## config.mk

```make
export PLATFORM = sky130hd
export DESIGN_NAME = tcb_timers
export DESIGN_NICKNAME = d
export VERILOG_FILES = /design/src/tcb_pkg.sv /design/src/tcb_timers.sv
export SDC_FILE = /design/constraint.sdc
export NUM_CORES = 1
export LEC_CHECK = 0
export BUFFER_PORTS_ARGS = -buffer_cell sky130_fd_sc_hd__buf_2
export CAP_MARGIN = 40
export CORE_MARGIN = 2
export CORE_UTILIZATION = 55
export DETAILED_ROUTE_END_ITERATION = 8
export GPL_TIMING_DRIVEN = 0
export HOLD_SLACK_MARGIN = 0.06
export PLACE_DENSITY_LB_ADDON = 0.08
export SKIP_CTS_REPAIR_TIMING = 1
export SYNTH_ARGS = -nofsm -noshare
export SYNTH_HDL_FRONTEND = slang
export SYNTH_SLANG_ARGS = --single-unit
```

## constraint.sdc

```tcl
create_clock -name clk_sys -period 2.6 [get_ports clk_sys]
set_input_delay 0.39 -clock clk_sys [delete_from_list [all_inputs] [get_ports clk_sys]]
set_output_delay 0.39 -clock clk_sys [all_outputs]
set_load 0.03 [all_outputs]
```

## src/tcb_pkg.sv

```systemverilog
/*
 Constants, field positions and the state carrier of the timer/counter block.
 Assumes one oscillator clock, so the phase counts below are in oscillator periods.
*/
package tcb_pkg;
	// ---------------------------------------------------------------
	// Machine cycle phases
	// ---------------------------------------------------------------
	localparam int OSC_PER_STATE = 2;
	localparam int STATES_PER_MC = 6;
	localparam int OSC_PER_MC = OSC_PER_STATE * STATES_PER_MC;
	localparam logic [3:0] PH_LAST = 4'(OSC_PER_MC - 1);
	localparam logic [3:0] PH_S3P1 = 4'h4;
	localparam logic [3:0] PH_S5P2 = 4'h9;
	// ---------------------------------------------------------------
	// Register addresses on the special function port
	// ---------------------------------------------------------------
	localparam logic [7:0] A_TIMER_CONTROL = 8'h00;
	localparam logic [7:0] A_TIMER_MODE_SELECT = 8'h01;
	localparam logic [7:0] A_T0L = 8'h02;
	localparam logic [7:0] A_T0H = 8'h03;
	localparam logic [7:0] A_T1L = 8'h04;
	localparam logic [7:0] A_T1H = 8'h05;
	localparam logic [7:0] A_TIMER2_CONTROL = 8'h06;
	localparam logic [7:0] A_T2AUX = 8'h07;
	localparam logic [7:0] A_RLDL = 8'h08;
	localparam logic [7:0] A_RLDH = 8'h09;
	localparam logic [7:0] A_T2L = 8'h0A;
	localparam logic [7:0] A_T2H = 8'h0B;
	localparam logic [7:0] A_POWER_CONTROL = 8'h0C;
	// ---------------------------------------------------------------
	// Field positions
	// ---------------------------------------------------------------
	localparam int TC_TF1 = 7;
	localparam int TC_TR1 = 6;
	localparam int TC_TF0 = 5;
	localparam int TC_TR0 = 4;
	localparam int TC_IE1 = 3;
	localparam int TC_IT1 = 2;
	localparam int TM_GATE1 = 7;
	localparam int TM_CT1 = 6;
	localparam int TM_M1 = 4;
	localparam int TM_GATE0 = 3;
	localparam int TM_CT0 = 2;
	localparam int TM_M0 = 0;
	localparam int T2_TF2 = 7;
	localparam int T2_RCLK = 5;
	localparam int T2_TX_CLOCK_SELECT = 4;
	localparam int T2_T2_EXTERNAL_ENABLE = 3;
	localparam int T2_TR2 = 2;
	localparam int T2_CT2 = 1;
	localparam int T2_CPR = 0;
	localparam int X2_DIR = 0;
	localparam int X2_EXF = 1;
	localparam logic [7:0] X2_MASK = 8'h03;
	localparam int PC_DOUBLE_RATE_BIT = 7;
	localparam int PC_PORT2_RX_CLOCK_SELECT = 5;
	localparam int PC_PORT2_TX_CLOCK_SELECT = 4;
	// ---------------------------------------------------------------
	// Pin indices, modes and baud divisors
	// ---------------------------------------------------------------
	localparam int PIN_C0 = 0;
	localparam int PIN_C1 = 1;
	localparam int PIN_C2 = 2;
	localparam int PIN_TRIG = 3;
	localparam int PIN_INT0 = 4;
	localparam int PIN_INT1 = 5;
	localparam logic [1:0] MODE_13 = 2'h0;
	localparam logic [1:0] MODE_16 = 2'h1;
	localparam logic [1:0] MODE_8R = 2'h2;
	localparam logic [1:0] MODE_SPLIT = 2'h3;
	localparam logic [1:0] SER_M0 = 2'h0;
	localparam logic [1:0] SER_M2 = 2'h2;
	localparam logic [4:0] BAUD_T1_SLOW = 5'h1F;
	localparam logic [4:0] BAUD_T1_FAST = 5'h0F;
	localparam logic [4:0] BAUD_T2 = 5'h0F;
	localparam int BT_U0RX = 0;
	localparam int BT_U0TX = 1;
	localparam int BT_U1RX = 2;
	localparam int BT_U1TX = 3;

	typedef struct packed {
		logic [7:0] timer_control;
		logic [7:0] timer_mode_select;
		logic [7:0] timer2_control;
		logic [7:0] t2aux;
		logic [7:0] power_control;
		logic [15:0] t0;
		logic [15:0] t1;
		logic [15:0] t2;
		logic [15:0] rld;
		logic [3:0] ph;
		logic [5:0] sy1;
		logic [5:0] sy2;
		logic [5:0] samp;
		logic [3:0] pend;
		logic [5:0] odiv;
		logic [3:0][4:0] bdiv;
		logic [3:0] btick;
		logic [7:0] rdata;
	} tcb_state_t;
endpackage

```

## src/tcb_timers.sv

```systemverilog
/*
 Three timer/counters, external interrupt 1 flag and serial baud tick generation.
 Assumes the core drives the register port and interrupt acknowledges on clk_sys,
 and that clk_sys is the oscillator.
*/
// Overview of operation
// RULE1: Machine cycle is six states of two oscillator periods, twelve in all.
// RULE2: Timer function increments once per machine cycle, oscillator over twelve.
// RULE3: Counter function samples pin at S5P2, counts a high-then-low pair.
// RULE4: Count after detected fall appears at S3P1 of the following machine cycle.
// RULE5: External source holds each level at least one full machine cycle.
// RULE6: Per-timer select bit picks timer or counter; two-bit field picks mode.
// RULE7: Overflow sets the timer flag; interrupt vectoring clears it.
// RULE8: Software run bit starts and stops the timer; counts only while set.
// RULE9: External interrupt 1 flag set on edge, cleared on service; type bit chooses.
// RULE10: Timer 2 auto-reload with external enable also reloads on trigger fall.
// RULE11: Timer 2 capture counts up; trigger fall copies counter to capture registers.
// RULE12: Timer 2 baud mode raises no overflow flag; trigger becomes extra interrupt.
// RULE13: Timer 2 baud mode rollover reloads whole counter from reload registers.
// RULE14: Clock select bits route each direction of each serial port to Timer 2.
// RULE15: Serial mode 0 ticks at oscillator over twelve.
// RULE16: Serial mode 2 ticks at oscillator over 64, or over 32 with double rate.
// RULE17: Modes 1 and 3 tick at Timer 1 overflow times double factor over 32.
// RULE18: Timer 1 in 8-bit reload gives oscillator/(12*(256-reload)) before division.
// RULE19: Modes 2 reload low byte from high byte on low byte overflow, set flag.
module tcb_timers
	import tcb_pkg::*;
(
	input wire logic clk_sys,
	input wire logic resetn,
	input wire logic clk_en,
	input wire logic [7:0] sfr_addr,
	input wire logic sfr_wr,
	input wire logic sfr_rd,
	input wire logic [7:0] sfr_wdata,
	output logic [7:0] sfr_rdata,
	input wire logic count_pin_0,
	input wire logic count_pin_1,
	input wire logic count_pin_2,
	input wire logic t2_trigger_input,
	input wire logic ext_int0_pin,
	input wire logic ext_int1_pin,
	input wire logic t0_int_ack,
	input wire logic t1_int_ack,
	input wire logic ext1_int_ack,
	input wire logic [1:0] uart0_mode,
	input wire logic [1:0] uart1_mode,
	output logic t0_overflow_flag,
	output logic t1_overflow_flag,
	output logic ext_int1_edge_flag,
	output logic t2_overflow_flag,
	output logic t2_ext_flag,
	output logic [3:0] baud_tick
);
	// ---------------------------------------------------------------
	// Step function for Timer 0/1 modes
	// ---------------------------------------------------------------
	function automatic logic [16:0] tcb_step(input logic [15:0] c, input logic [1:0] m);
		logic [16:0] r;
		logic [13:0] s;
		// Mode 0 is 13 bits: five low bits, then the high byte; bits 7:5 stay put
		r = {1'b0, c};
		s = 14'({c[15:8], c[4:0]}) + 14'h1;
		case (m)
			MODE_13: r = {s[13], s[12:5], c[7:5], s[4:0]};
			MODE_16: r = 17'(c) + 17'h1;
			MODE_8R: r = (c[7:0] == 8'hFF) ? {1'b1, c[15:8], c[15:8]} : {1'b0, c[15:8], c[7:0] + 8'h1}; // RULE19
			// Mode 3 low byte runs as a plain 8-bit counter
			default: r = {c[7:0] == 8'hFF, c[15:8], c[7:0] + 8'h1};
		endcase
		return r;
	endfunction

	tcb_state_t q, d;
	logic mc_s3, mc_s5, mc_end, osc_wrap, double_rate_bit;
	logic [5:0] fall, pins;
	logic ev0, ev1, ev2, trig, run0, run1;
	logic ovf0, ovf0h, ovf1, ovf2, set_tf1, set_exf, brg, cap, down;
	logic use_t2, src;
	logic [1:0] smode;
	logic [4:0] lim;
	logic [3:0] sel;
	logic [16:0] st;
	logic [8:0] sh;

	assign pins = {ext_int1_pin, ext_int0_pin, t2_trigger_input, count_pin_2, count_pin_1, count_pin_0};

	// ---------------------------------------------------------------
	// Next state
	// ---------------------------------------------------------------
	always_comb begin
		d = q;
		ovf0 = 1'b0;
		ovf0h = 1'b0;
		ovf1 = 1'b0;
		ovf2 = 1'b0;
		set_exf = 1'b0;
		st = '0;
		sh = '0;
		use_t2 = 1'b0;
		src = 1'b0;
		smode = SER_M0;
		lim = '0;
		mc_s3 = (q.ph == PH_S3P1);
		mc_s5 = (q.ph == PH_S5P2);
		mc_end = (q.ph == PH_LAST);
		d.ph = mc_end ? 4'h0 : q.ph + 4'h1; // RULE1
		// Only the second flop is read; the first may still be settling
		d.sy1 = pins;
		d.sy2 = q.sy1;
		fall = q.samp & ~q.sy2;
		// Falls are judged only on the S5P2 sample pair
		if (mc_s5) begin
			d.samp = q.sy2; // RULE3
			d.pend = q.pend | fall[3:0]; // RULE3
		end
		// Pending falls are used at S3P1 and then dropped
		if (mc_s3) begin
			d.pend = '0; // RULE4
		end
		// Every count lands at S3P1, so a pin count trails its fall by one cycle
		ev0 = mc_s3 & (q.timer_mode_select[TM_CT0] ? q.pend[PIN_C0] : 1'b1); // RULE2 RULE4 RULE6
		ev1 = mc_s3 & (q.timer_mode_select[TM_CT1] ? q.pend[PIN_C1] : 1'b1); // RULE2 RULE4 RULE6
		ev2 = mc_s3 & (q.timer2_control[T2_CT2] ? q.pend[PIN_C2] : 1'b1); // RULE2 RULE4
		trig = mc_s3 & q.pend[PIN_TRIG] & q.timer2_control[T2_T2_EXTERNAL_ENABLE] & q.timer2_control[T2_TR2];

		// ---------------------------------------------------------------
		// Timer 0 and Timer 1
		// ---------------------------------------------------------------
		// Gate pins act through the second synchroniser flop only
		run0 = q.timer_control[TC_TR0] & (~q.timer_mode_select[TM_GATE0] | q.sy2[PIN_INT0]); // RULE8
		run1 = q.timer_control[TC_TR1] & (~q.timer_mode_select[TM_GATE1] | q.sy2[PIN_INT1]); // RULE8
		if (run0 & ev0) begin
			st = tcb_step(q.t0, q.timer_mode_select[TM_M0 +: 2]); // RULE6
			d.t0 = st[15:0];
			ovf0 = st[16];
		end
		// Split mode: high byte of Timer 0 borrows run bit and flag of Timer 1
		if (q.timer_mode_select[TM_M0 +: 2] == MODE_SPLIT && q.timer_control[TC_TR1] && mc_s3) begin
			sh = {1'b0, q.t0[15:8]} + 9'h1; // RULE6
			d.t0[15:8] = sh[7:0];
			ovf0h = sh[8];
		end
		if (run1 & ev1 & (q.timer_mode_select[TM_M1 +: 2] != MODE_SPLIT)) begin
			st = tcb_step(q.t1, q.timer_mode_select[TM_M1 +: 2]); // RULE6
			d.t1 = st[15:0];
			ovf1 = st[16];
		end
		// Timer 1 keeps its own flag unless Timer 0 runs split
		set_tf1 = (q.timer_mode_select[TM_M0 +: 2] == MODE_SPLIT) ? ovf0h : ovf1;

		// ---------------------------------------------------------------
		// Timer 2
		// ---------------------------------------------------------------
		brg = q.timer2_control[T2_RCLK] | q.timer2_control[T2_TX_CLOCK_SELECT]; // RULE14
		cap = q.timer2_control[T2_CPR] & ~brg;
		// Down counting only in plain auto-reload; the trigger pin sets the direction
		down = ~brg & ~cap & q.t2aux[X2_DIR] & ~q.sy2[PIN_TRIG];
		// Underflow wraps to FFFF only in down mode; up mode reloads or wraps to zero
		if (q.timer2_control[T2_TR2] & ev2) begin
			if (down) begin
				ovf2 = (q.t2 == q.rld);
				d.t2 = ovf2 ? 16'hFFFF : q.t2 - 16'h1;
			end else if (q.t2 == 16'hFFFF) begin
				ovf2 = 1'b1;
				d.t2 = cap ? 16'h0000 : q.rld; // RULE11 RULE13
			end else begin
				d.t2 = q.t2 + 16'h1; // RULE11
			end
		end
		if (trig) begin
			set_exf = 1'b1; // RULE12
			// Capture takes the value from before this cycle's count
			if (cap) begin
				d.rld = q.t2; // RULE11
			end else if (!brg && !q.t2aux[X2_DIR]) begin
				d.t2 = q.rld; // RULE10
			end
		end

		// ---------------------------------------------------------------
		// Baud ticks
		// ---------------------------------------------------------------
		double_rate_bit = q.power_control[PC_DOUBLE_RATE_BIT];
		d.odiv = q.odiv + 6'h01;
		osc_wrap = double_rate_bit ? (q.odiv[4:0] == 5'h1F) : (q.odiv == 6'h3F); // RULE16
		sel = {q.power_control[PC_PORT2_TX_CLOCK_SELECT], q.power_control[PC_PORT2_RX_CLOCK_SELECT], q.timer2_control[T2_TX_CLOCK_SELECT], q.timer2_control[T2_RCLK]}; // RULE14
		// A divisor moves only on its source overflow, so the first tick after a switch may be early
		for (int k = 0; k < 4; k++) begin
			use_t2 = sel[k];
			smode = (k < 2) ? uart0_mode : uart1_mode;
			src = use_t2 ? (ovf2 & brg) : ovf1; // RULE17 RULE18
			lim = use_t2 ? BAUD_T2 : (double_rate_bit ? BAUD_T1_FAST : BAUD_T1_SLOW); // RULE17
			d.btick[k] = 1'b0;
			case (smode)
				SER_M0: d.btick[k] = mc_end; // RULE15
				SER_M2: d.btick[k] = osc_wrap; // RULE16
				default: begin
					if (src) begin
						d.btick[k] = (q.bdiv[k] == lim);
						d.bdiv[k] = (q.bdiv[k] == lim) ? 5'h00 : q.bdiv[k] + 5'h01;
					end
				end
			endcase
		end

		// ---------------------------------------------------------------
		// Register port; a write to a counter wins over its own count
		// ---------------------------------------------------------------
		// Unmapped writes leave every register as it was
		if (sfr_wr) begin
			case (sfr_addr)
				A_TIMER_CONTROL: d.timer_control = sfr_wdata; // RULE8
				A_TIMER_MODE_SELECT: d.timer_mode_select = sfr_wdata;
				A_T0L: d.t0[7:0] = sfr_wdata;
				A_T0H: d.t0[15:8] = sfr_wdata;
				A_T1L: d.t1[7:0] = sfr_wdata;
				A_T1H: d.t1[15:8] = sfr_wdata;
				A_TIMER2_CONTROL: d.timer2_control = sfr_wdata;
				A_T2AUX: d.t2aux = sfr_wdata & X2_MASK;
				A_RLDL: d.rld[7:0] = sfr_wdata;
				A_RLDH: d.rld[15:8] = sfr_wdata;
				A_T2L: d.t2[7:0] = sfr_wdata;
				A_T2H: d.t2[15:8] = sfr_wdata;
				A_POWER_CONTROL: d.power_control = sfr_wdata;
				default: d.rdata = q.rdata;
			endcase
		end

		// ---------------------------------------------------------------
		// Flags
		// ---------------------------------------------------------------
		// Hardware set beats a clear in the same cycle
		if (!(sfr_wr && sfr_addr == A_TIMER_CONTROL)) begin
			d.timer_control[TC_TF0] = q.timer_control[TC_TF0] & ~t0_int_ack; // RULE7
			d.timer_control[TC_TF1] = q.timer_control[TC_TF1] & ~t1_int_ack; // RULE7
			d.timer_control[TC_IE1] = q.timer_control[TC_IE1] & ~ext1_int_ack; // RULE9
		end
		d.timer_control[TC_TF0] = d.timer_control[TC_TF0] | ovf0; // RULE7
		d.timer_control[TC_TF1] = d.timer_control[TC_TF1] | set_tf1; // RULE7
		// Level mode follows the inverted pin, so an acknowledge has no effect there
		if (q.timer_control[TC_IT1]) begin
			d.timer_control[TC_IE1] = d.timer_control[TC_IE1] | (mc_s5 & fall[PIN_INT1]); // RULE9
		end else begin
			d.timer_control[TC_IE1] = ~q.sy2[PIN_INT1]; // RULE9
		end
		// Timer 2 flags have no acknowledge; software clears them by a write
		d.timer2_control[T2_TF2] = d.timer2_control[T2_TF2] | (ovf2 & ~brg); // RULE12
		d.t2aux[X2_EXF] = d.t2aux[X2_EXF] | set_exf; // RULE12


		// ---------------------------------------------------------------
		// Read data
		// ---------------------------------------------------------------
		// A read beside a write in one cycle returns the old value
		if (sfr_rd) begin
			case (sfr_addr)
				A_TIMER_CONTROL: d.rdata = q.timer_control;
				A_TIMER_MODE_SELECT: d.rdata = q.timer_mode_select;
				A_T0L: d.rdata = q.t0[7:0];
				A_T0H: d.rdata = q.t0[15:8];
				A_T1L: d.rdata = q.t1[7:0];
				A_T1H: d.rdata = q.t1[15:8];
				A_TIMER2_CONTROL: d.rdata = q.timer2_control;
				A_T2AUX: d.rdata = q.t2aux;
				A_RLDL: d.rdata = q.rld[7:0];
				A_RLDH: d.rdata = q.rld[15:8];
				A_T2L: d.rdata = q.t2[7:0];
				A_T2H: d.rdata = q.t2[15:8];
				A_POWER_CONTROL: d.rdata = q.power_control;
				default: d.rdata = 8'h00;
			endcase
		end
	end

	// ---------------------------------------------------------------
	// State registers
	// ---------------------------------------------------------------
	// Pin history resets high so no false fall is seen after release
	// Low clk_en holds every flop, phase counter and synchronisers included
	always_ff @(posedge clk_sys or negedge resetn) begin
		if (!resetn) begin
			q <= '0;
			q.sy1 <= '1;
			q.sy2 <= '1;
			q.samp <= '1;
		end else if (clk_en) begin
			q <= d;
		end
	end


	// ---------------------------------------------------------------
	// Outputs
	// ---------------------------------------------------------------
	// Flags are register bits, so they change only on an enabled edge or at reset
	assign sfr_rdata = q.rdata;
	assign t0_overflow_flag = q.timer_control[TC_TF0];
	assign t1_overflow_flag = q.timer_control[TC_TF1];
	assign ext_int1_edge_flag = q.timer_control[TC_IE1];
	assign t2_overflow_flag = q.timer2_control[T2_TF2];
	assign t2_ext_flag = q.t2aux[X2_EXF];
	assign baud_tick = q.btick;
endmodule

```

==> metrics.txt, run 1 <==
outcome finished, violations left; failing checks setup timing; fraction of registers with async set/reset 1.00; # setup viols final 1; total routed wirelength 43400 um; FF+latch count, synth 161; CP bufs+invs 4; GRT Total Usage 0.397; Finished Core Util 0.636; Post-synth EDFFs 0; Clk Latency, worst-skew pair 0.45 ns; synth top area cells dfrtp_1 (31%), mux2_2 (4.9%), nand2_1 (4.3%); Worst EP arrival 2.91 ns; Setup Skew 0.0135 ns; Main synth FF type dfrtp_1; fin. max-slew vios 0; Min-Delay Path Class primary input to flip-flop; diodes inserted 0; CP most frequent cell clkbuf_1; first-pass GRT wire length 66300 um; CP Max Fanout 10; IO Port Bufs 45; Clock Tree Root clkbuf_16; MaxCap Viol Count 0; NumNets Final 1466; initial core utilization 0.564; pre-CTS setup slack -0.722 ns; FMAX 384 MHz; ANT nets after route 0; post-synthesis cell area 0.0115 mm^2; critical setup path kind primary input to flip-flop; routed vias 11800; area delta synth->final 12.8%; pwr dens 575 mW/mm^2; CP peak stage delay 0.62 ns; Placement Cell Area 0.0121 mm^2; clock buffer depth 2; critical path startpoint category primary input; sequential fraction of the synthesis area 0.352; 1st-iter DRT viols 1604; Synth warnings 0; half-perimeter wire length after placement 31100 um; cell with the most instances after synthesis dfrtp_1; DR WL/cell 25.5 um; crit-path cells clkbuf_1 -> clkinv_1 -> clkbuf_1 -> clkbuf_1 -> a21oi_1 -> o41ai_1; vias in the first global route 11100; period utilization 1.00; Vias per Instance 6.91; Fin. Hold Viols 0; largest net degree at the start of global routing 117; Tmin final 2.60 ns; dominant cell type by area after synthesis dfrtp_1; Die H 149 um; RSZ-0062 raised after global routing true; TritonCTS clock tree done; syn_nets 1392; Placed Cells 1661; worst-margin pin slew 0.998 ns; RD Place Congestion 1.06; top-area cell type share of the netlist area 0.313; synth unique cells 96; Finished Cell Area 0.0130 mm^2; Leak 5.18 nW; fraction of layout cells with a size suffix above 1 0.205; CTS H-tree depth 4; num rows 52; Die W 149 um; grt ovf 0; Cells after Synth 1344; PnR worst setup slack -0.00167 ns; die area 0.0221 mm^2; commonest cells in the netlist dfrtp_1 (144), nand2_1 (132), nor2_1 (119); Req. time, crit path 2.91 ns; CP Capture Type flip-flop; CTS clk-pin slew, worst paths 0.08 ns; Post-Layout Cell Count 1701; setup total negative slack -0.00167 ns; Slew headroom 0.335; antenna violations before repair 0; slowest stage cell, crit path clkinv_1; CTS Buf Count 17; number of fill cells 1830; total iterations of the first detailed-routing run 8; core area 0.0204 mm^2; worst vdd ir 0.513 mV; Clock Sinks 161; Top delay family on crit path buffers and inverters; Avg Inst Size Synth 8.57 um^2; drt drc 0; io pins 51
## metrics by stage
stage | total power, mW | hold WS (ns)
2_1_floorplan | 4.15 | 0.0944
5_1_grt | 7.74 | 0.165
3_3_place_gp | 4.71 | 0.449
3_5_place_dp | 4.75 | 0.305
6_report | 7.47 | 0.168
4_1_cts | 7.38 | -0.157
## kinds of logic (layout without fill, tap and decap cells)
| kind of cell | after synthesis | after routing | synth area share |
|---|---|---|---|
| and+or+nand+nor | 498 | 498 | 0.219 |
| AOI/OAI and AO/OA | 401 | 401 | 0.238 |
| DFF | 161 | 161 | 0.352 |
| buffers and inverters | 153 | 240 | 0.0597 |
| muxes | 77 | 77 | 0.0854 |
| xor gates and xnor gates | 39 | 39 | 0.0296 |
| adders and majority gates | 15 | 15 | 0.0161 |
## cells in the final DEF (no fill, tap or decap), drive strengths merged, types with 13 or more instances in the layout
master / netlist / final
buf: 48 / 108
inv: 27 / 34
dfrtp: 144 / 144
o211ai: 13 / 13
and3: 16 / 16
mux2i: 15 / 15
a31oi: 28 / 28
nor3: 39 / 39
o22ai: 36 / 36
xor2: 22 / 22
nand3: 69 / 69
nand2: 133 / 133
clkbuf: 77 / 88
a21oi: 87 / 87
dfstp: 17 / 17
xnor2: 17 / 17
a221oi: 17 / 17
o21ai: 76 / 76
ha: 14 / 14
nor2: 122 / 122
mux2: 50 / 50
nand4: 18 / 18
or3: 17 / 17
## path summary, 6_finish.rpt
check	startpoint	endpoint	cells past startpoint	slack [ns]
hold reg to reg	q[37]	q[37]	1	0.46
setup reg to reg	q[96]	q[26]	6	0.04
max in group asynchronous	resetn	q[156]	3	1.24
hold / removal	count_pin_1	d[49]	2	0.17
min in group asynchronous	resetn	q[86]	2	0.43
setup / recovery	clk_en	q[80]	6	-0.002
## worst reg2reg max path, cell delays in order, from the launching register on
cell	delay, ns
dfrtp_1	0.47
nand3_1	0.24
nor2_1	0.38
a32oi_2	0.37
o32a_1	0.51
nor2_1	0.13
mux2_2	0.34
## report_power, final
part	leakage, nW	internal, mW	switching (mW)
clock network	0.302	1.33	1.33
logic	2.86	0.622	1.05
registers	2.01	2.82	0.319
## area by class of cell
class,count,area [um^2],area share
Clock buffer,17,425,0.0327
Multi-Input combinational cell,1030,6910,0.532
Buffer,119,582,0.0448
Timing Repair Buffer,61,385,0.0296
Tap cell,270,338,0.0260
Clock inverter,15,201,0.0155
Inverter,28,105,0.00808
Sequential cell,161,4050,0.312
## flip-flops by register name (all words and copies together) (netlist names)
register            cells
t2_overflow_flag        1
double_rate_bit         1
t0_overflow_flag        1
t2_ext_flag             1
sfr_rdata               8
t1_overflow_flag        1
d                       6
ext_int1_edge_flag      1
q                     137
baud_tick               4
## layer usage
metal,part of all wire,track usage
met5,0,0
met4,0.044,0.156
met3,0.13,0.115
met2,0.43,0.595
met1,0.39,0.545
Power figures use the tool's default switching activity.
==> inputs of run 2 (changes only) <==
PLACE_DENSITY = 0.79   (was default)
PLACE_DENSITY_LB_ADDON = default   (was 0.08)
==> metrics.txt, run 2 (same netlist as run 1, synthesis figures left out) <==
RD Place Congestion 1.05 (-1.0%); PnR worst setup slack -0.0324 ns (-0.0308 ns); Placement Cell Area 0.0122 mm^2 (+0.19%); Setup Skew 0.0138 ns (+0.000359 ns); 1st-iter DRT viols 1878 (+17%); antenna violations before repair 0 (unchanged); FMAX 380 MHz (-1.2%); CP Max Fanout 10 (unchanged); Min-Delay Path Class primary input to flip-flop; core area 0.0204 mm^2 (unchanged); TritonCTS clock tree done; Clock Tree Root clkbuf_16; Die H 149 um (unchanged); CTS clk-pin slew, worst paths 0.08 ns (about the same); routed vias 11900 (+1.4%); Req. time, crit path 2.86 ns (-0.05 ns); diodes inserted 0 (unchanged); critical setup path kind primary input to flip-flop; max FFs per register 137 (unchanged); crit-path cells clkbuf_1 -> clkbuf_2 -> buf_1 -> clkbuf_1 -> a41oi_1; fraction of layout cells with a size suffix above 1 0.206 (+0.00109); num rows 52 (unchanged); pre-CTS setup slack -0.798 ns (-0.0762 ns); area delta synth->final 13.4%; IO Port Bufs 45 (unchanged); Comb power frac 0.225 (about the same); ANT nets after route 0 (unchanged); most common cell after layout, fill and taps aside dfrtp_1; Worst EP arrival 2.89 ns (-0.02 ns); most frequent cells in the layout dfrtp_1 (143), nand2_1 (132), nor2_1 (114), a21oi_1 (83), o21ai_0 (76); grt ovf 0 (unchanged); Post-Layout Cell Count 1708 (+0.41%); Slew headroom 0.371 (+0.0364); Clock Sinks 161 (unchanged); MaxCap Viol Count 0 (unchanged); Top delay family on crit path buffers and inverters; Leak 5.21 nW (+0.55%); worst-margin pin slew 0.943 ns (-0.0545 ns); GRT Total Usage 0.400 (+0.00347); period utilization 1.01 (+0.0118); Psw 2.71 mW (+0.21%); critical path startpoint category primary input; CTS H-tree depth 4 (unchanged); drt drc 0 (unchanged); CP Capture Type flip-flop; CTS Buf Count 17 (unchanged); clock share of power 0.356 (about the same); Vias per Instance 6.98 (+0.94%); largest net degree at the start of global routing 107 (-8.5%); io pins 51 (unchanged); number of fill cells 1718 (-6.1%); first-pass GRT wire length 66600 um (+0.40%); Biggest register q; DR WL/cell 25.7 um (+0.74%); NumNets Final 1473 (+0.48%); fin. max-slew vios 0 (unchanged); internal power 4.82 mW (+0.92%); RSZ-0062 raised after global routing true; Flop pwr share 0.418 (-0.002); initial core utilization 0.564 (unchanged); CP peak stage delay 0.78 ns (+0.16 ns); Finished Cell Area 0.0131 mm^2 (+0.47%); total iterations of the first detailed-routing run 6 (-2); Fin. Hold Viols 0 (unchanged); half-perimeter wire length after placement 31600 um (+1.6%); setup total negative slack -0.0580 ns (-0.0563 ns); CP most frequent cell clkbuf_1; Clk Latency, worst-skew pair 0.45 ns (about the same); die area 0.0221 mm^2 (unchanged); Die W 149 um (unchanged); total routed wirelength 43900 um (+1.2%); vias in the first global route 11000 (-0.66%); CP bufs+invs 4 (unchanged); Placed Cells 1663 (+0.12%); Sw Ratio 0.360 (-0.00163); pwr dens 576 mW/mm^2 (+0.19%); Min Hold Slack 0.166 ns (-0.00241 ns); # setup viols final 2 (+1); failing checks setup timing; clock buffer depth 2 (unchanged); outcome finished, violations left; worst vdd ir 0.457 mV (-11%); Tmin final 2.63 ns (+0.0308 ns); slowest stage cell, crit path clkbuf_1
-- run 2: cell count changes in the layout (fill, tap and decap cells not counted), moves of 3 or more --
cell,change
buf_6,+5
inv_12,-3
inv_6,+3
clkbuf_2,-3
inv_8,+4
clkinv_4,-3
nor3_2,-3
-- run 2: power groups by stage --
stage | sequential [mW] | combinational (mW) | clock [mW]
6_report | 3.15 | 1.69 | 2.68
2_1_floorplan | 3.05 | 1.10 | 0
4_1_cts | 3.12 | 1.61 | 2.68
3_3_place_gp | 3.15 | 1.57 | 0
5_1_grt | 3.18 | 1.82 | 2.77
3_5_place_dp | 3.17 | 1.60 | 0
-- run 2: worst reg2reg max path: stages, from the launching register on --
cell,delay [ns]
dfrtp_1,0.41
inv_1,0.10
ha_1,0.18
nand3b_1,0.31
buf_6,0.30
nor2_1,0.15
clkbuf_2,0.25
nand3_1,0.21
a211oi_1,0.42
a221o_1,0.17
-- run 2: through the flow --
stage | util | power [mW]
6_report | 0.639 | 7.52
5_1_grt | 0.639 | 7.77
4_1_cts | 0.625 | 7.41
3_5_place_dp | 0.595 | 4.77
3_3_place_gp | 0.592 | 4.72
2_1_floorplan | - | 4.15
-- run 2: final timing paths --
check                             start  slack [ns]           end  cells after the start
setup / recovery                 clk_en       -0.03        q[117]                      5
hold reg to reg                   q[47]        0.47         q[47]                      2
min in group asynchronous        resetn        0.45         q[81]                      2
setup reg to reg                  q[60]        0.03        q[110]                      9
hold / removal             ext_int0_pin        0.17         d[52]                      2
max in group asynchronous        resetn        1.20  sfr_rdata[1]                      3
-- run 2: final cells by class --
class / count / area [um^2] / area share
multi-input combinational: 1030 / 6920 / 0.530
clock inverter: 14 / 165 / 0.0126
sequential: 161 / 4050 / 0.310
clock buffer: 18 / 450 / 0.0345
timing repair buffer: 68 / 453 / 0.0347
tap: 270 / 338 / 0.0259
inverter: 28 / 105 / 0.00805
buffer: 119 / 582 / 0.0445
-- run 2: metal layers --
metal | GRT usage | wire, um | vias to the layer above
li1 | - | - | 5196
met2 | 0.579 | 18600 | 918
met3 | 0.112 | 6070 | 168
met4 | 0.172 | 2000 | 0
met5 | 0.0205 | 0 | -
met1 | 0.562 | 17300 | 5638
